--- src/design/sscfg_consts.vh ---
`ifndef SSCFG_CONSTS_VH
`define SSCFG_CONSTS_VH
`define SSCFG_PRE_ONES      6'h8
`define SSCFG_CODE_BITS     6'h4
`define SSCFG_LEN_BITS      24
`define SSCFG_HDR_BITS      6'h24
`define SSCFG_CNT_W         24
`define SSCFG_FIFO_W        8
`define SSCFG_FIFO_D        16
`define SSCFG_PROG_BITS     24'd128
`define SSCFG_STARTUP_CYC   4'd4
`define SSCFG_ST_RESET      3'd0
`define SSCFG_ST_PREAMBLE   3'd1
`define SSCFG_ST_HEADER     3'd2
`define SSCFG_ST_LOAD       3'd3
`define SSCFG_ST_STARTUP    3'd4
`define SSCFG_ST_USER       3'd5
`define SSCFG_ST_PWRDN      3'd6
`endif

--- src/design/sscfg_fifo.v ---
`timescale 1ns/1ps
module sscfg_fifo #(
   parameter WIDTH = 8,
   parameter DEPTH = 16,
   parameter AW    = 4
) (
   input  wire             clk_sys,
   input  wire             rst,
   input  wire             in_valid,
   output wire             in_ready,
   input  wire [WIDTH-1:0] in_data,
   output wire             out_valid,
   input  wire             out_ready,
   output wire [WIDTH-1:0] out_data
);
   reg [WIDTH-1:0] mem [0:DEPTH-1];
   reg [AW-1:0]    wr_ff;
   reg [AW-1:0]    rd_ff;
   reg [AW:0]      cnt_ff;
   wire            do_wr;
   wire            do_rd;
   assign in_ready  = (cnt_ff != DEPTH[AW:0]);
   assign out_valid = (cnt_ff != {(AW+1){1'b0}});
   assign out_data  = mem[rd_ff];
   assign do_wr     = in_valid & in_ready;
   assign do_rd     = out_valid & out_ready;
   always @(posedge clk_sys) begin
      if (do_wr) begin
         mem[wr_ff] <= in_data;
      end
   end
   always @(posedge clk_sys or posedge rst) begin
      if (rst) begin
         wr_ff  <= {AW{1'b0}};
         rd_ff  <= {AW{1'b0}};
         cnt_ff <= {(AW+1){1'b0}};
      end else begin
         if (do_wr) begin
            wr_ff <= wr_ff + 1'b1;
         end
         if (do_rd) begin
            rd_ff <= rd_ff + 1'b1;
         end
         if (do_wr & ~do_rd) begin
            cnt_ff <= cnt_ff + 1'b1;
         end else if (do_rd & ~do_wr) begin
            cnt_ff <= cnt_ff - 1'b1;
         end
      end
   end
endmodule // sscfg_fifo

--- src/design/sscfg_top.v ---
`timescale 1ns/1ps
`include "sscfg_consts.vh"
// Function
// - Preamble, header and overflow bits are forwarded on serial output.
// - Serial output changes on the falling clock edge, half period later.
// - No configuration begins while reset input is held low.
// - Power-down low suspends the serial port and state machine, keeping stored configuration; the FIFO still drains.
// - While powered down io_enable and pull-ups are off; the done line stays driven low and serial output holds.
// - Power-down release replays the end-of-configuration start-up sequence.
// - Start-up releases user reset, enables outputs, releases done line.
// - Stream has eight ones, 4-bit code, 24-bit length count compared to clocks.
// - User flip-flops stay in reset throughout configuration loading.
module sscfg_top #(
   parameter PROG_BITS = `SSCFG_PROG_BITS
) (
   input  wire                     clk_sys,
   input  wire                     rst,
   input  wire                     config_clock,
   input  wire                     cfg_din,
   input  wire                     reset_n,
   input  wire                     power_down_n,
   output reg                      cfg_dout_ff,
   output wire                     config_done_line_oe,
   output wire                     config_done_line_o,
   input  wire                     config_done_line_i,
   output wire                     init_done,
   output wire                     user_reset,
   output wire                     io_enable,
   output wire                     pullup_enable,
   output wire                     prog_valid,
   input  wire                     prog_ready,
   output wire [`SSCFG_FIFO_W-1:0] prog_data
);
   reg [2:0]  clk_sy_ff;
   reg [2:0]  din_sy_ff;
   reg [2:0]  rstn_sy_ff;
   reg [2:0]  pdn_sy_ff;
   reg        clk_st_ff;
   reg        din_st_ff;
   reg        rstn_st_ff;
   reg        pdn_st_ff;
   reg [2:0]  state_ff;
   reg [2:0]  nxt_state;
   reg [5:0]  hdr_cnt_ff;
   reg [23:0] len_ff;
   reg [23:0] clk_cnt_ff;
   reg [23:0] prog_cnt_ff;
   reg [3:0]  su_cnt_ff;
   reg        fwd_bit_ff;
   reg [7:0]  shift_ff;
   reg [2:0]  bit_cnt_ff;
   reg        push_ff;
   reg [7:0]  word_ff;
   wire       rise;
   wire       fall;
   wire       fifo_in_ready;
   wire       pd_enter;
   wire       pd_exit;
   // Three-stage sampling; change accepted when stages two and three agree
   always @(posedge clk_sys or posedge rst) begin
      if (rst) begin
         clk_sy_ff  <= 3'h0;
         din_sy_ff  <= 3'h0;
         rstn_sy_ff <= 3'h0;
         pdn_sy_ff  <= 3'h7;
         clk_st_ff  <= 1'b0;
         din_st_ff  <= 1'b0;
         rstn_st_ff <= 1'b0;
         pdn_st_ff  <= 1'b1;
      end else begin
         clk_sy_ff  <= {clk_sy_ff[1:0], config_clock};
         din_sy_ff  <= {din_sy_ff[1:0], cfg_din};
         rstn_sy_ff <= {rstn_sy_ff[1:0], reset_n};
         pdn_sy_ff  <= {pdn_sy_ff[1:0], power_down_n};
         if (clk_sy_ff[1] == clk_sy_ff[2]) begin
            clk_st_ff <= clk_sy_ff[2];
         end
         if (din_sy_ff[1] == din_sy_ff[2]) begin
            din_st_ff <= din_sy_ff[2];
         end
         if (rstn_sy_ff[1] == rstn_sy_ff[2]) begin
            rstn_st_ff <= rstn_sy_ff[2];
         end
         if (pdn_sy_ff[1] == pdn_sy_ff[2]) begin
            pdn_st_ff <= pdn_sy_ff[2];
         end
      end
   end
   // Edges of the filtered clock; data is filtered alongside, so it aligns
   assign rise = (clk_sy_ff[1] == clk_sy_ff[2]) & clk_sy_ff[2] & ~clk_st_ff;
   assign fall = (clk_sy_ff[1] == clk_sy_ff[2]) & ~clk_sy_ff[2] & clk_st_ff;
   assign pd_enter = ~pdn_st_ff;
   assign pd_exit  = (pdn_sy_ff[1] == pdn_sy_ff[2]) & pdn_sy_ff[2] & ~pdn_st_ff;
   always @* begin
      nxt_state = state_ff;
      case (state_ff)
         `SSCFG_ST_RESET: begin
            if (rstn_st_ff) begin
               nxt_state = `SSCFG_ST_PREAMBLE;
            end
         end
         `SSCFG_ST_PREAMBLE: begin
            if (rise & ~din_st_ff) begin
               nxt_state = `SSCFG_ST_HEADER;
            end
         end
         `SSCFG_ST_HEADER: begin
            if (rise && hdr_cnt_ff == `SSCFG_HDR_BITS - 1) begin
               nxt_state = `SSCFG_ST_LOAD;
            end
         end
         `SSCFG_ST_LOAD: begin
            if (rise && clk_cnt_ff + 24'h1 >= len_ff) begin
               nxt_state = `SSCFG_ST_STARTUP;
            end
         end
         `SSCFG_ST_STARTUP: begin
            if (su_cnt_ff == `SSCFG_STARTUP_CYC) begin
               nxt_state = `SSCFG_ST_USER;
            end
         end
         `SSCFG_ST_USER: nxt_state = `SSCFG_ST_USER;
         `SSCFG_ST_PWRDN: begin
            if (pd_exit) begin
               nxt_state = `SSCFG_ST_STARTUP;
            end
         end
         default: nxt_state = `SSCFG_ST_RESET;
      endcase
      // The level is still low while the release is seen; exit must win
      if (pd_enter & ~pd_exit) begin
         nxt_state = `SSCFG_ST_PWRDN;
      end
   end
   always @(posedge clk_sys or posedge rst) begin
      if (rst) begin
         state_ff    <= `SSCFG_ST_RESET;
         hdr_cnt_ff  <= 6'h0;
         len_ff      <= 24'h0;
         clk_cnt_ff  <= 24'h0;
         prog_cnt_ff <= 24'h0;
         su_cnt_ff   <= 4'h0;
         fwd_bit_ff  <= 1'b1;
         cfg_dout_ff <= 1'b1;
         shift_ff    <= 8'h0;
         bit_cnt_ff  <= 3'h0;
         push_ff     <= 1'b0;
         word_ff     <= 8'h0;
      end else begin
         state_ff <= nxt_state;
         push_ff  <= push_ff & ~fifo_in_ready;
         if (state_ff == `SSCFG_ST_STARTUP) begin
            su_cnt_ff <= su_cnt_ff + 4'h1;
         end else begin
            su_cnt_ff <= 4'h0;
         end
         if (fall & (state_ff != `SSCFG_ST_PWRDN)) begin
            cfg_dout_ff <= fwd_bit_ff;
         end
         if (rise & (state_ff != `SSCFG_ST_PWRDN)) begin
            if (state_ff != `SSCFG_ST_RESET) begin
               clk_cnt_ff <= clk_cnt_ff + 24'h1;
            end
            case (state_ff)
               `SSCFG_ST_PREAMBLE: begin
                  fwd_bit_ff <= din_st_ff;
                  // Index of the bit after the first zero
                  hdr_cnt_ff <= `SSCFG_PRE_ONES + 6'h1;
               end
               `SSCFG_ST_HEADER: begin
                  fwd_bit_ff <= din_st_ff;
                  hdr_cnt_ff <= hdr_cnt_ff + 6'h1;
                  if (hdr_cnt_ff >= `SSCFG_PRE_ONES + `SSCFG_CODE_BITS) begin
                     len_ff <= {len_ff[22:0], din_st_ff};
                  end
               end
               `SSCFG_ST_LOAD: begin
                  if (prog_cnt_ff < PROG_BITS) begin
                     // Own frames are kept; downstream sees ones meanwhile
                     fwd_bit_ff  <= 1'b1;
                     prog_cnt_ff <= prog_cnt_ff + 24'h1;
                     shift_ff    <= {shift_ff[6:0], din_st_ff};
                     bit_cnt_ff  <= bit_cnt_ff + 3'h1;
                     if (bit_cnt_ff == 3'h7) begin
                        push_ff <= 1'b1;
                        word_ff <= {shift_ff[6:0], din_st_ff};
                     end
                  end else begin
                     fwd_bit_ff <= din_st_ff;
                  end
               end
               default: fwd_bit_ff <= 1'b1;
            endcase
         end
      end
   end
   // A word is lost if the 16-word FIFO stays full while two more words arrive
   sscfg_fifo #(
      .WIDTH (`SSCFG_FIFO_W),
      .DEPTH (`SSCFG_FIFO_D),
      .AW    (4)
   ) u_fifo (
      .clk_sys   (clk_sys),
      .rst       (rst),
      .in_valid  (push_ff),
      .in_ready  (fifo_in_ready),
      .in_data   (word_ff),
      .out_valid (prog_valid),
      .out_ready (prog_ready),
      .out_data  (prog_data)
   );
   assign init_done  = (state_ff != `SSCFG_ST_RESET);
   assign user_reset = (state_ff != `SSCFG_ST_USER);
   assign io_enable  = (state_ff == `SSCFG_ST_USER);
   assign pullup_enable = (state_ff != `SSCFG_ST_PWRDN);
   // Open drain: pulled low until start-up completes
   assign config_done_line_o  = 1'b0;
   assign config_done_line_oe = (state_ff != `SSCFG_ST_USER);
endmodule // sscfg_top

--- config.mk ---
export PLATFORM = sky130hd
export DESIGN_NAME = sscfg_top
export DESIGN_NICKNAME = d
export VERILOG_FILES = /design/src/design/sscfg_fifo.v /design/src/design/sscfg_top.v
export VERILOG_INCLUDE_DIRS = /design/src /design/src/design
export SDC_FILE = /design/constraint.sdc
export NUM_CORES = 1
export LEC_CHECK = 0
export BUFFER_PORTS_ARGS = -buffer_cell sky130_fd_sc_hd__buf_4
export CAP_MARGIN = 0
export CORE_MARGIN = 2
export CORE_UTILIZATION = 49
export DETAILED_ROUTE_END_ITERATION = 10
export PLACE_DENSITY = 0.76
export SETUP_SLACK_MARGIN = 0.05
export SLEW_MARGIN = 20
export SYNTH_ARGS = -nofsm -noshare
export SYNTH_HDL_FRONTEND = slang
export SYNTH_HIERARCHICAL = 1
export SYNTH_SLANG_ARGS = --single-unit
--- constraint.sdc ---
create_clock -name clk_sys -period 4.3 [get_ports clk_sys]
set_input_delay 0.43 -clock clk_sys [delete_from_list [all_inputs] [get_ports clk_sys]]
set_output_delay 0.43 -clock clk_sys [all_outputs]
set_load 0.01 [all_outputs]
* After elaboration in Yosys (flattened, before gate mapping)
Memory sizes are Yosys's and may differ from the RTL's.
Cells that the tools add are included.
** Cells by class
- Mux-type cells :: 20
- Reductions and logical operators :: 14
- $add $sub $neg :: 9
- Equal/unequal tests :: 22
- Bitwise operators :: 23
- Magnitude comparators :: 3
** Operators by type and width (number)
- 24-bit by 1-bit adder with 24-bit output (second input constant) :: 2
- 24-bit greater-or-equal comparator :: 1
- 24-bit by 8-bit less-than comparator with 1-bit output (second input constant) :: 1
- 3-bit inequality test (second input constant) :: 8
- 3-bit two-way mux :: 7
- 3-bit case mux with 7 select lines :: 1
- 1-bit bitwise AND :: 15
- 4-bit by 1-bit adder with 4-bit output (second input constant) :: 3
- 3-bit equality test (second input constant) :: 4
- 6-bit case mux with 2 select lines :: 1
- 5-bit two-way mux :: 2
- 1-bit inverter :: 8
- 1-bit two-way mux :: 7
- 6-bit by 1-bit adder with 6-bit output (second input constant) :: 1
- 3-bit by 2-bit equality test with 1-bit output (second input constant) :: 2
- 6-bit equality test (second input constant) :: 1
- 6-bit by 4-bit greater-or-equal comparator with 1-bit output (second input constant) :: 1
- 3-bit AND reduction :: 2
- 6-bit AND reduction :: 1
- 5-bit by 1-bit adder with 5-bit output (second input constant) :: 1
- 5-bit inequality test (second input constant) :: 1
- 5-bit nonzero test :: 1
- 5-bit by 1-bit subtractor with 5-bit output (second input constant) :: 1
- 1-bit equality test :: 4
- other kinds (12) :: 15
** Word-level totals
- Logic and storage cells :: 115
- Bits in registers :: 135
- Memories kept :: 1
- Input bits :: 8
- Bits in writable memories :: 128
- Output and inout port bits :: 16
** Memory list
- u_fifo.mem :: words 16, bits a word 8, rd ports 1, clocked after Yosys merged registers in 0, wr ports 1, line sscfg_fifo.v:16 : reg [WIDTH-1:0] mem [0:DEPTH-1];

* Logic depth before layout (Yosys ltp)
- Depth after elaboration :: 7
- Gate-level depth with buffers :: 13
- Mapped depth without buffers :: 12

* Cells and area by module
Netlist, hierarchy kept.
** By module, submodules not included
- sscfg_top :: area an instance 5861.9 um2, times used 1, cells each 541, sequential area each 3060.4 um2
- sscfg_fifo :: area an instance 5774.3 um2, times used 1, cells each 319, sequential area each 4169.0 um2

* Least setup slack after synthesis
OpenSTA, ideal clock, no wires.
- Kind :: flip-flop to flip-flop
- Start :: register clk_cnt_ff[6]
- End :: register state_ff[2]
- Clock period less this slack :: 2.975 ns
- Arrival time :: 2.845 ns
- Stages on the path, launching flop included :: 13
- Required time :: 4.171 ns
- Setup time :: 0.129 ns
- Slack :: 1.325 ns
- Buffers on the path :: 1
- Cells stage by stage :: dfrtp_1 nand4_1 or2_4 or3_1 buf_2 nor2_1 xor2_1 ha_1 a21o_1 a21oi_1 o32ai_1 o41a_1 o41a_1
** Between the ends
- Cells in the longest elaborated chain, start to end :: 5
** Ends and longest elaborated chain
- start: declaration :: line sscfg_top.v:46 : reg [23:0] clk_cnt_ff;
- start signal: assignment :: line sscfg_top.v:162 : clk_cnt_ff <= clk_cnt_ff + 24'h1;
- 24-bit by 1-bit adder with 24-bit output :: line sscfg_top.v:113 : if (rise && clk_cnt_ff + 24'h1 >= len_ff) begin
- 24-bit greater-or-equal comparator :: line sscfg_top.v:113
- 1-bit logical AND :: line sscfg_top.v:113
- 3-bit inequality test (no line)
- 6-bit AND reduction (no line)
- end signal: assignment :: line sscfg_top.v:137 : state_ff <= `SSCFG_ST_RESET;
- end signal: assignment :: line sscfg_top.v:150 : state_ff <= nxt_state;
- end: declaration :: line sscfg_top.v:42 : reg [2:0] state_ff;
Every way passes these cells.
A chain may end at the register's enable or synchronous reset.

* Worst setup path after layout
- Start :: register clk_cnt_ff[0]
- End :: register state_ff[1]
Same word-level chain as after synthesis.

==> impl_metrics.env <==
export IMPL_ys_flop_type="dfrtp_1"
export IMPL_path_cells="ha_1, nand3_1, nor4_1, nand2_1, xnor2_1, ha_1, nand4_1, or3_1, o32ai_1, o41a_1, o41ai_1"
export IMPL_worstSetupEndpointType="flop"
export IMPL_drive_above_1_share_pct=15.86
export IMPL_ys_seq_area_share_pct=62.13
export IMPL_reg2regPathDepth=11
export IMPL_syn2layout_area_growth_pct=10.95
export IMPL_cp_top_family="simple AND/OR/NAND/NOR gates"
export IMPL_pin_count=24
export IMPL_cts_sinks=263
export IMPL_clockBufferDepth=3
export IMPL_hp_class="primary input to flop"
export IMPL_hold_depth=3
export IMPL_globalplace_congestion=0.7524
export IMPL_top_layer="met4"
export IMPL_cp_common_cell="ha_1"
export IMPL_ant_nets=0
export IMPL_syn_inst=860
export IMPL_critPathSlowestCell="nor4_1"
export IMPL_drt_wirelength_per_cell_um=16.92
export IMPL_leakage_nw=4.965
export IMPL_path_max_fanout=5
export IMPL_synth_area_leader_cell="edfxtp_1"
export IMPL_die_area_sq_mm=0.02500
export IMPL_drc_errors=0
export IMPL_rsz0062_at_grt="false"
export IMPL_max_stage_delay_ps=590
export IMPL_status="finished clean"
export IMPL_ctsResizeCount=0
export IMPL_finalSetupViolations=0
export IMPL_finalSetupTns_ps=0
export IMPL_irDropWorstVdd_mv=0.4758
export IMPL_critPathRequiredTime_ps=4680
export IMPL_yosys_warnings=6
export IMPL_grt_ovfl_total=0
export IMPL_antenna_found_initial=0
export IMPL_grt_max_degree=74
export IMPL_post_drt_via_cell_ratio=5.387
export IMPL_maxSlewViolCount=0
export IMPL_nNetsFinal=921
export IMPL_antenna_cells=0
export IMPL_async_reset_ff_share_pct=51.33
export IMPL_root_buffer="clkbuf_16"
export IMPL_die_height_um=158.1
export IMPL_insertion_delay_ps=530
export IMPL_grt_usage_pct=17.07
export IMPL_critPathLaunchType="flop"
export IMPL_start_util_pct=49.72
export IMPL_die_w_um=158.1
export IMPL_drt_met1_wl_um=9269
export IMPL_crit_cells=11
export IMPL_path_buf_inv=0
export IMPL_grt_first_pass_wirelength_um=33600
export IMPL_period_share_pct=81.08
export IMPL_reg2reg_setup_slack_ps=810
export IMPL_fin_util_pct=55.16
export IMPL_firstDrtPassIters=5
export IMPL_cts_tree="done"
export IMPL_io_buffers=21
export IMPL_cp_arrival_ps=3870
export IMPL_max_cap_violations=0
export IMPL_synth_edf_count=128
export IMPL_fin_crit_ps=3486
export IMPL_fp_row_count=56
export IMPL_p_per_area_mw_per_mm2=425.4
export IMPL_core_area_sq_mm=0.02340
export IMPL_grt_pass1_vias=6525
export IMPL_hold_viol=0
export IMPL_dr_wl_met2_um=10040
export IMPL_tightest_slew_ps=850.2
export IMPL_h_tree_depth=1
export IMPL_drtIter0Drc=517
export IMPL_synth_nets=913
export IMPL_synth_seq_cells=263
export IMPL_cts_setup_buffers=0
export IMPL_max_slew_margin_rel_pct=43.32
export IMPL_dp_hpwl_um=13360
export IMPL_hold_buffers=5
export IMPL_synth_top_cell_area_share_pct=33.03
export IMPL_syn_area_sq_mm=0.01164
export IMPL_syn_avg_cell_area_sq_um=13.53
export IMPL_wl_um=20450
export IMPL_vias=6507
export IMPL_path_class="flop to flop"
export IMPL_wl_met3_um=822
export IMPL_synth_area_leaders="edfxtp_1 (33%), dfrtp_1 (28%), ha_1 (4.7%)"
export IMPL_max_freq_mhz=286.8
export IMPL_skew_ps=9.032
export IMPL_numCtsBuffers=27
export IMPL_synth_distinct_cells=64
export IMPL_clkTransAtPathRegs_ps=60
power breakdown:
part | internal (mW) | switching [mW] | leakage, nW
Clock | 1.31 | 0.964 | 0.425
Combinational | 0.187 | 0.216 | 1.77
Sequential | 2.70 | 0.117 | 2.77
Total | 4.19 | 1.30 | 4.96
final cells by class:
cell class | count | area [sq um]
clock inverter | 18 | 172.7
clock buffer | 32 | 704.4
timing repair buffer | 31 | 257.7
sequential | 263 | 7231
fill | 1885 | 10490
tap | 319 | 399.1
multi-input combinational | 502 | 3981
inverter | 43 | 163.9
worst register-to-register path, delay by kind of cell (launching register included):
family          cells  cell delay, ps
flops               1             440
xor+xnor            1             190
fa+ha+maj           2             550
simple gates        5            1550
compound gates      3             630
registers in the layout (all words and copies together) (netlist names), 3 cells and up:
register and count:
bit_cnt_ff 3, rstn_sy_ff 3, shift_ff 7, pdn_sy_ff 3, u_fifo/rd_ff 4, su_cnt_ff 4, din_sy_ff 3, state_ff 3
u_fifo/cnt_ff 5, prog_cnt_ff 24, u_fifo/wr_ff 4, hdr_cnt_ff 6, len_ff 24, clk_sy_ff 3, word_ff 8, clk_cnt_ff 24
u_fifo/mem 128
path summary, 6_finish.rpt:
check,to,from
setup / recovery,state_ff[1],clk_cnt_ff[0]
hold / removal,u_fifo/rd_ff[2],prog_ready
setup reg to reg,state_ff[1],clk_cnt_ff[0]
hold reg to reg,clk_sy_ff[1],clk_sy_ff[0]
max in group asynchronous,pdn_sy_ff[0],rst
min in group asynchronous,u_fifo/cnt_ff[4],rst
logic make-up after synthesis:
| logic type | synth area share (%) |
|---|---|
| buf+inv | 3.882 |
| other cells | 0.03223 |
| fa+ha+maj | 5.075 |
| simple gates | 9.419 |
| flops | 62.13 |
| compound gates | 6.258 |
| xor+xnor | 5.043 |
| mux | 8.161 |
placed cells by master, fill, tap and decap left out, types with 19 or more instances in the layout:
| cell type | count |
|---|---|
| inv_1 | 42 |
| nand3_1 | 19 |
| nand2_1 | 72 |
| clkbuf_16 | 27 |
| o21ai_0 | 41 |
| edfxtp_1 | 128 |
| buf_4 | 25 |
| xnor2_1 | 41 |
| nor2_1 | 37 |
| ha_1 | 44 |
| xor2_1 | 26 |
| mux2i_1 | 33 |
| dfrtp_1 | 128 |
| mux2_2 | 22 |
metal layers:
| metal | vias to the layer above | track usage (%) |
|---|---|---|
| met2 | 118 | 29.32 |
| met3 | 23 | 2.628 |
| li1 | 3111 | - |
| met1 | 3255 | 23.26 |
| met4 | 0 | 3.432 |
| met5 | - | 0 |
synthesized netlist by cell type, types with 5 or more instances:
library cell / number
a21oi_1: 16
or3_1: 5
buf_4: 5
edfxtp_1: 128
ha_1: 44
buf_6: 9
nand3_1: 19
nor3_1: 9
a21o_1: 6
mux2_2: 22
inv_1: 43
o21ai_0: 41
nand4_1: 16
dfstp_2: 6
nand2_1: 72
clkbuf_1: 27
nor4_1: 8
and3_1: 8
a22oi_1: 10
mux4_2: 16
nor2_1: 37
xnor2_1: 41
a221oi_1: 15
buf_2: 7
xor2_1: 26
dfrtp_1: 129
mux2i_1: 33
per-stage QoR:
stage | cells | worst slack [ps] | cell area, sq um | hold slack (ps) | power, mW
finish | 1208 | 813.6 | 12910 | 194.5 | 5.492
global route | 1208 | 562.9 | 12910 | 202.8 | 5.727
CTS | 1208 | 838.6 | 12890 | 184.3 | 5.557
detailed placement | 1153 | 856.4 | 11960 | 344.3 | 3.267
global placement | 1153 | 938.6 | 11960 | 335.9 | 3.254
floorplan | 860 | 637.4 | 11640 | 307.0 | 3.144
No activity file was read; power rests on OpenSTA's default activity.
